===== config.mk =====
export PLATFORM = sky130hd
export DESIGN_NAME = cdr_comparator_dac_reference_control
export DESIGN_NICKNAME = d
export VERILOG_FILES = /design/src/hdl/cdr_pkg.sv /design/src/hdl/cdr_comparator_dac_reference_control.sv
export SDC_FILE = /design/constraint.sdc
export NUM_CORES = 1
export LEC_CHECK = 0
export ABC_AREA = 0
export BUFFER_PORTS_ARGS = -buffer_cell sky130_fd_sc_hd__buf_4
export CORE_AREA = 2 2 52 54
export DETAILED_ROUTE_END_ITERATION = 16
export DIE_AREA = 0 0 54 56
export PLACE_DENSITY = 0.81
export SLEW_MARGIN = 25
export SYNTH_ARGS = -nofsm -noshare
export SYNTH_HDL_FRONTEND = slang
export SYNTH_SLANG_ARGS = --single-unit

===== constraint.sdc =====
create_clock -name core_clk -period 1.2 [get_ports core_clk]
set_input_delay 0.06 -clock core_clk [delete_from_list [all_inputs] [get_ports core_clk]]
set_output_delay 0.06 -clock core_clk [all_outputs]
set_load 0.005 [all_outputs]

===== src/hdl/cdr_pkg.sv =====
package cdr_pkg;

  // Register indices on the plain register port
  localparam logic [1:0] CDR_ADDR_CONTROL = 2'h0;
  localparam logic [1:0] CDR_ADDR_DAC_CODE = 2'h1;

  // Control register field positions
  localparam int CDR_BIT_DAC_PIN_OE = 8;
  localparam int CDR_BIT_EXT_REF = 5;
  localparam int CDR_BIT_HYS_EDGE = 4;
  localparam int CDR_BIT_STATE = 3;
  localparam int CDR_BIT_GAIN = 2;
  localparam int CDR_BIT_INVERT = 1;
  localparam int CDR_BIT_RANGE = 0;

  // Writable bits of the lower control byte plus output enable; state bit is read only
  localparam logic [15:0] CDR_CONTROL_WMASK = 16'h0137;
  localparam logic [15:0] CDR_CONTROL_RESET = 16'h0000;

  // Reference code layout
  localparam int CDR_CODE_WIDTH = 10;
  localparam logic [15:0] CDR_CODE_WMASK = 16'h03ff;
  localparam logic [15:0] CDR_CODE_RESET = 16'h0000;
  localparam int CDR_CODE_FULL_SCALE = 1024;

  // Reference source encoding driven to the analog mux
  typedef enum logic [1:0] {
    CDR_REF_INTERNAL = 2'h0,
    CDR_REF_HALF_SUPPLY = 2'h1,
    CDR_REF_EXTERNAL = 2'h2
  } cdr_ref_src_t;

  // Configuration bundle to the analog comparator and DAC
  typedef struct packed {
    logic dac_pin_output_enable;
    cdr_ref_src_t ref_src;
    logic hysteresis_edge_select;
    logic dac_gain_select;
    logic output_invert;
    logic [CDR_CODE_WIDTH-1:0] dac_reference_code;
  } cdr_analog_cfg_t;

endpackage : cdr_pkg


===== src/hdl/cdr_comparator_dac_reference_control.sv =====
`timescale 1ns/10ps
// What this block does
// - External select picks external DAC reference
// - Hysteresis edge bit: one falling, zero rising
// - State bit reads comparator after polarity
// - Gain bit: 1.8x when set, 1.0x clear
// - Invert bit flips comparator output downstream
// - Range bit, external select clear: half supply high, internal low
// - DAC register holds 10-bit reference code
// - Upper six code bits read zero
// - Control bits clear at reset, comparator output held low only while reset is asserted
module cdr_comparator_dac_reference_control (
  // Clock and reset
  input wire logic core_clk,
  input wire logic reset_n,
  // Register port
  input wire logic [1:0] reg_addr,
  input wire logic [15:0] reg_wdata,
  input wire logic reg_write,
  input wire logic reg_read,
  output logic [15:0] reg_rdata,
  // Analog side
  input wire logic comparator_raw,
  output cdr_pkg::cdr_analog_cfg_t analog_cfg,
  output logic comparator_out
);
  import cdr_pkg::*;

  logic [15:0] control_q;
  logic [15:0] control_d;
  logic [15:0] code_q;
  logic [15:0] code_d;
  logic [15:0] rdata_q;
  logic [15:0] rdata_d;
  logic state_q;
  logic state_d;
  cdr_analog_cfg_t cfg_q;
  cdr_analog_cfg_t cfg_d;
  logic polarized;

  assign polarized = comparator_raw ^ control_q[CDR_BIT_INVERT];

  always_comb begin
    control_d = control_q;
    code_d = code_q;
    rdata_d = 16'h0000;
    state_d = polarized;
    if (reg_write) begin
      if (reg_addr == CDR_ADDR_CONTROL) begin
        control_d = reg_wdata & CDR_CONTROL_WMASK;
      end else if (reg_addr == CDR_ADDR_DAC_CODE) begin
        code_d = reg_wdata & CDR_CODE_WMASK;
      end
    end
    if (reg_read) begin
      case (reg_addr)
        CDR_ADDR_CONTROL: begin
          rdata_d = control_q;
          rdata_d[CDR_BIT_STATE] = state_q;
        end
        CDR_ADDR_DAC_CODE: begin
          rdata_d = code_q & CDR_CODE_WMASK;
        end
        default: begin
          rdata_d = 16'h0000;
        end
      endcase
    end
  end

  always_comb begin
    cfg_d = '0;
    if (control_d[CDR_BIT_EXT_REF]) begin
      cfg_d.ref_src = CDR_REF_EXTERNAL;
    end else if (control_d[CDR_BIT_RANGE]) begin
      cfg_d.ref_src = CDR_REF_HALF_SUPPLY;
    end else begin
      cfg_d.ref_src = CDR_REF_INTERNAL;
    end
    cfg_d.hysteresis_edge_select = control_d[CDR_BIT_HYS_EDGE];
    cfg_d.dac_gain_select = control_d[CDR_BIT_GAIN];
    cfg_d.output_invert = control_d[CDR_BIT_INVERT];
    // software keeps this unique across comparators
    cfg_d.dac_pin_output_enable = control_d[CDR_BIT_DAC_PIN_OE];
    cfg_d.dac_reference_code = code_d[CDR_CODE_WIDTH-1:0];
  end

  always_ff @(posedge core_clk) begin
    if (!reset_n) begin
      control_q <= CDR_CONTROL_RESET;
      code_q <= CDR_CODE_RESET;
      rdata_q <= 16'h0000;
      state_q <= 1'b0;
      cfg_q <= '0;
    end else begin
      control_q <= control_d;
      code_q <= code_d;
      rdata_q <= rdata_d;
      state_q <= state_d;
      cfg_q <= cfg_d;
    end
  end

  assign reg_rdata = rdata_q;
  assign analog_cfg = cfg_q;
  assign comparator_out = state_q;

  property p_code_upper_zero;
    @(posedge core_clk) disable iff (!reset_n)
      reg_read && reg_addr == CDR_ADDR_DAC_CODE |=> reg_rdata[15:10] == 6'h00;
  endproperty
  a_code_upper_zero: assert property (p_code_upper_zero)
    else $error("DAC code upper bits not zero");

  property p_code_write;
    @(posedge core_clk) disable iff (!reset_n)
      reg_write && reg_addr == CDR_ADDR_DAC_CODE |=>
        analog_cfg.dac_reference_code == $past(reg_wdata[9:0]);
  endproperty
  a_code_write: assert property (p_code_write)
    else $error("DAC code not applied next edge");

  property p_ext_ref;
    @(posedge core_clk) disable iff (!reset_n)
      reg_write && reg_addr == CDR_ADDR_CONTROL && reg_wdata[5] |=>
        analog_cfg.ref_src == CDR_REF_EXTERNAL;
  endproperty
  a_ext_ref: assert property (p_ext_ref)
    else $error("External reference not selected");

  property p_range;
    @(posedge core_clk) disable iff (!reset_n)
      reg_write && reg_addr == CDR_ADDR_CONTROL && !reg_wdata[5] |=>
        analog_cfg.ref_src == ($past(reg_wdata[0]) ? CDR_REF_HALF_SUPPLY : CDR_REF_INTERNAL);
  endproperty
  a_range: assert property (p_range)
    else $error("Internal range selection wrong");

  property p_hys_edge;
    @(posedge core_clk) disable iff (!reset_n)
      reg_write && reg_addr == CDR_ADDR_CONTROL |=>
        analog_cfg.hysteresis_edge_select == $past(reg_wdata[4]);
  endproperty
  a_hys_edge: assert property (p_hys_edge)
    else $error("Hysteresis edge not applied");

  property p_gain;
    @(posedge core_clk) disable iff (!reset_n)
      reg_write && reg_addr == CDR_ADDR_CONTROL |=>
        analog_cfg.dac_gain_select == $past(reg_wdata[2]);
  endproperty
  a_gain: assert property (p_gain)
    else $error("Gain select not applied");

  property p_invert;
    @(posedge core_clk) disable iff (!reset_n)
      1'b1 |=> comparator_out == ($past(comparator_raw) ^ $past(control_q[1]));
  endproperty
  a_invert: assert property (p_invert)
    else $error("Comparator polarity wrong");

  property p_state_read;
    @(posedge core_clk) disable iff (!reset_n)
      reg_read && reg_addr == CDR_ADDR_CONTROL |=> reg_rdata[3] == $past(comparator_out);
  endproperty
  a_state_read: assert property (p_state_read)
    else $error("State bit does not match comparator");

  property p_reset_clear;
    @(posedge core_clk)
      !reset_n |=> analog_cfg == '0 && reg_rdata == 16'h0000;
  endproperty
  a_reset_clear: assert property (p_reset_clear)
    else $error("Outputs not cleared by reset");

  property p_write_next_edge;
    @(posedge core_clk) disable iff (!reset_n)
      reg_write && reg_addr == CDR_ADDR_CONTROL |=>
        analog_cfg.dac_pin_output_enable == $past(reg_wdata[8]) &&
        analog_cfg.output_invert == $past(reg_wdata[1]);
  endproperty
  a_write_next_edge: assert property (p_write_next_edge)
    else $error("Control write not applied next edge");

  property p_rdata_idle;
    @(posedge core_clk) disable iff (!reset_n)
      !reg_read |=> reg_rdata == 16'h0000;
  endproperty
  a_rdata_idle: assert property (p_rdata_idle)
    else $error("Read data not cleared after one cycle");

  property p_unmapped_read;
    @(posedge core_clk) disable iff (!reset_n)
      reg_read && reg_addr[1] |=> reg_rdata == 16'h0000;
  endproperty
  a_unmapped_read: assert property (p_unmapped_read)
    else $error("Unmapped read not zero");

  property p_ctrl_read_mask;
    @(posedge core_clk) disable iff (!reset_n)
      reg_read && reg_addr == CDR_ADDR_CONTROL |=>
        (reg_rdata & ~(CDR_CONTROL_WMASK | 16'h0008)) == 16'h0000;
  endproperty
  a_ctrl_read_mask: assert property (p_ctrl_read_mask)
    else $error("Unimplemented control bits read nonzero");

  property p_cfg_hold;
    @(posedge core_clk) disable iff (!reset_n)
      !reg_write |=> $stable(analog_cfg);
  endproperty
  a_cfg_hold: assert property (p_cfg_hold)
    else $error("Config changed without a write");

  property p_unmapped_write;
    @(posedge core_clk) disable iff (!reset_n)
      reg_write && reg_addr[1] |=> $stable(analog_cfg);
  endproperty
  a_unmapped_write: assert property (p_unmapped_write)
    else $error("Unmapped write changed config");

  property p_ref_src_legal;
    @(posedge core_clk) disable iff (!reset_n)
      analog_cfg.ref_src != 2'h3;
  endproperty
  a_ref_src_legal: assert property (p_ref_src_legal)
    else $error("Reference source code undefined");

  property p_code_hold;
    @(posedge core_clk) disable iff (!reset_n)
      reg_write && reg_addr != CDR_ADDR_DAC_CODE |=>
        $stable(analog_cfg.dac_reference_code);
  endproperty
  a_code_hold: assert property (p_code_hold)
    else $error("DAC code changed by other write");

  property p_code_read;
    @(posedge core_clk) disable iff (!reset_n)
      reg_read && reg_addr == CDR_ADDR_DAC_CODE |=>
        reg_rdata[9:0] == analog_cfg.dac_reference_code;
  endproperty
  a_code_read: assert property (p_code_read)
    else $error("DAC code readback differs from DAC");

  property p_ctrl_read_cfg;
    @(posedge core_clk) disable iff (!reset_n)
      reg_read && reg_addr == CDR_ADDR_CONTROL |=>
        reg_rdata[8] == analog_cfg.dac_pin_output_enable &&
        reg_rdata[4] == analog_cfg.hysteresis_edge_select &&
        reg_rdata[2] == analog_cfg.dac_gain_select;
  endproperty
  a_ctrl_read_cfg: assert property (p_ctrl_read_cfg)
    else $error("Control readback differs from config");

  property p_invert_read;
    @(posedge core_clk) disable iff (!reset_n)
      reg_read && reg_addr == CDR_ADDR_CONTROL |=>
        reg_rdata[1] == analog_cfg.output_invert;
  endproperty
  a_invert_read: assert property (p_invert_read)
    else $error("Invert readback differs from config");

  property p_ext_read;
    @(posedge core_clk) disable iff (!reset_n)
      reg_read && reg_addr == CDR_ADDR_CONTROL |=>
        reg_rdata[5] == (analog_cfg.ref_src == CDR_REF_EXTERNAL);
  endproperty
  a_ext_read: assert property (p_ext_read)
    else $error("External select readback wrong");

  property p_range_read;
    @(posedge core_clk) disable iff (!reset_n)
      reg_read && reg_addr == CDR_ADDR_CONTROL |=>
        (analog_cfg.ref_src == CDR_REF_HALF_SUPPLY) == (reg_rdata[0] && !reg_rdata[5]);
  endproperty
  a_range_read: assert property (p_range_read)
    else $error("Range readback wrong");

  property p_reset_out;
    @(posedge core_clk)
      !reset_n |=> comparator_out == 1'b0;
  endproperty
  a_reset_out: assert property (p_reset_out)
    else $error("Comparator output not cleared by reset");

endmodule : cdr_comparator_dac_reference_control


==> results.yml <==
power_and_ir_drop:
  ir_drop_uv: 589
  power_density_mw_per_mm2: 1020
  power_leakage_nw: 0.770
  totalPowerFinal_mw: 1.56
global_routing:
  grt_overflow: 0
  grt_pass1_vias: 813
  antenna_found_initial: 0
  grt_max_degree: 32
  grt_usage_pct: 17.0
  grt_pass1_wl_mm: 3.71
detailed_routing:
  first_iter_violations: 10
  drt-total-wl_mm: 2.41
  wire_per_inst_um: 12.7
  first_pass_iters: 4
  vias: 896
  drc: 0
  via_per_inst: 4.72
  ant_nets: 0
worst_setup_path:
  end_kind: "output port"
  cp_cell_sequence: "buf_4"
  crit_path_top_delay_cell: "dfxtp_1"
  r2r_cells: 2
  path_buf_inv: 1
  start_kind: "register"
  r2r_setup_slack_ns: 0.44
  slowest_delay_ns: 0.42
  cp.depth: 1
  critPathRequiredTime_ns: 1.14
  path_max_fanout: 4
  cp.arrival_ns: 0.88
  critical-path-top-delay-family: "flip-flops"
  worstSetupPathType: "reg -> out"
clock_tree:
  htree_levels: 1
  cts_buffer_depth: 2
  cts_tree: "done"
  cts_buffers: 3
  clk_latency_ns: 0.32
  clk_pin_slew_ns: 0.14
  numClockSinks: 28
  cts.repair.resized: 0
  cts_root_buf: "clkbuf_4"
die:
  die_w_um: 54
  die_area_sq_mm: 0.00302
  start_util_pct: 47.0
  row_count: 18
  ioPinCount: 56
  die_y_um: 56
  core_sq_mm: 0.00243
hold_path:
  hold_depth: 3
  hold_path.class: "in -> reg"
placement:
  dpl.hpwl_mm: 1.64
  io_buffers: 43
  gp_congestion: 0.717
sta:
  rsz0062_at_grt: "no"
  max_freq_ghz: 1.06
  finalHoldViolations: 0
  fin_crit_ns: 0.940
  fin_tns_setup_ns: 0
  period_share_pct: 78.3
  fin_skew_ns: 0.00546
  report.final.slew_viol_count: 0
  final-setup-viol-count: 0
yosys:
  ys_seq_area_share_pct: 49.0
  ys_top_cells_by_area: "dfxtp_1, mux2i_1, buf_4"
  async_flop_share_pct: 0
  syn_avg_cell_area_sq_um: 10.0
  synth_top_cell_area_share_pct: 49.0
  ys_warn_count: 0
  netlist_top_cells_count: "dfxtp_1, nand2_1, mux2i_1"
  synth.distinct_cells: 15
  synth_edf_count: 0
  yosysTopAreaCell: "dfxtp_1"
  syn-cell-area_sq_mm: 0.00114
  synth.most_common_cell: "dfxtp_1"
  ys_seq_elements: 28
  postSynthCellCount: 114
  ys.flop_type: "dfxtp_1"
layout:
  n_antenna_cell: 0
  multiInputGateArea_sq_um: 475
  fillers: 192
  finish.utilization_pct: 62.9
  drive_above_1_share_pct: 32.5
  finalNetCount: 185
  seqCellArea_sq_um: 561
  area_growth_pct: 33.7
outcome:
  status: "complete, no violations"
run:
  cap_viol_max_count: 0
==> per-layer routing <==
metal	GRT usage, %	share of wire, %	wire (um)
met5	0	0	0
met4	7.50	1.9	46
met3	3.49	6.3	151
met2	28.6	49	1180
met1	20.0	43	1030
==> report_power, final <==
part | leakage, nW | switching (mW) | internal (mW)
clock network | 0.0138 | 0.263 | 0.118
registers | 0.227 | 0.0169 | 0.954
logic | 0.529 | 0.0871 | 0.119
==> registers in the layout, summed over array words and instances (netlist names) <==
| signal | count |
|---|---|
| code_q | 10 |
| reg_rdata | 10 |
| control_q | 6 |
| analog_cfg | 1 |
| comparator_out | 1 |
==> final timing paths <==
| check | start | to |
|---|---|---|
| max | control_q[1] | analog_cfg[10] |
| min | reg_wdata[8] | control_q[8] |
| max reg2reg | control_q[1] | comparator_out |
| min reg2reg | control_q[8] | control_q[8] |
==> worst register-to-register path: cells and delay by family, from the launching register on <==
kind / cells / cell delay [ns]
and+or+nand+nor: 1 / 0.15
DFF: 1 / 0.37
xor gates and xnor gates: 1 / 0.16
==> area by class of cell <==
class,count,area share (%)
clock buffer,3,1.47
multi-input combinational,74,31.1
sequential,28,36.7
tap,30,2.45
timing repair buffer,55,28.3
==> cell usage in the layout, fill, tap and decap left out <==
cell | netlist | final
nor3b_2 | 1 | 1
xor2_1 | 1 | 1
and3b_1 | 1 | 1
mux2i_1 | 24 | 24
dfxtp_1 | 28 | 28
and2_1 | 1 | 1
nand3b_2 | 1 | 1
nand3b_1 | 3 | 3
conb_1 | 1 | 6
nor2_1 | 7 | 7
buf_4 | 14 | 47
clkbuf_4 | 0 | 3
nand2_1 | 26 | 26
and3_1 | 3 | 3
dlygate4sd3_1 | 0 | 8
==> kinds of logic after synthesis <==
kind of cell,count (synthesis),share of synthesized area [%]
multiplexers,24,21.0
XOR/XNOR,1,0.766
AND/OR/NAND/NOR,43,17.8
flip-flops,28,49.0
buffers and inverters,17,11.1
other,1,0.328
==> timing repair <==
item | 4_1_cts | 5_1_grt
hold buffers | 7 | 1
endpoints found under the setup margin | 0 | 0
hold endpoints to repair | 7 | 2
buffers inserted | 0 | 0
==> per-stage QoR <==
stage               cell area (sq um)  cells  hold slack [ns]  worst slack, ns
floorplan                        1160    119            0.199            0.485
global placement                 1430    179            0.313            0.315
detailed placement               1430    179            0.324            0.314
CTS                              1520    189          0.00718            0.256
global route                     1530    190          0.00252            0.196
finish                           1530    190           0.0121            0.260
Note: power is estimated with default switching activity, not from simulation.
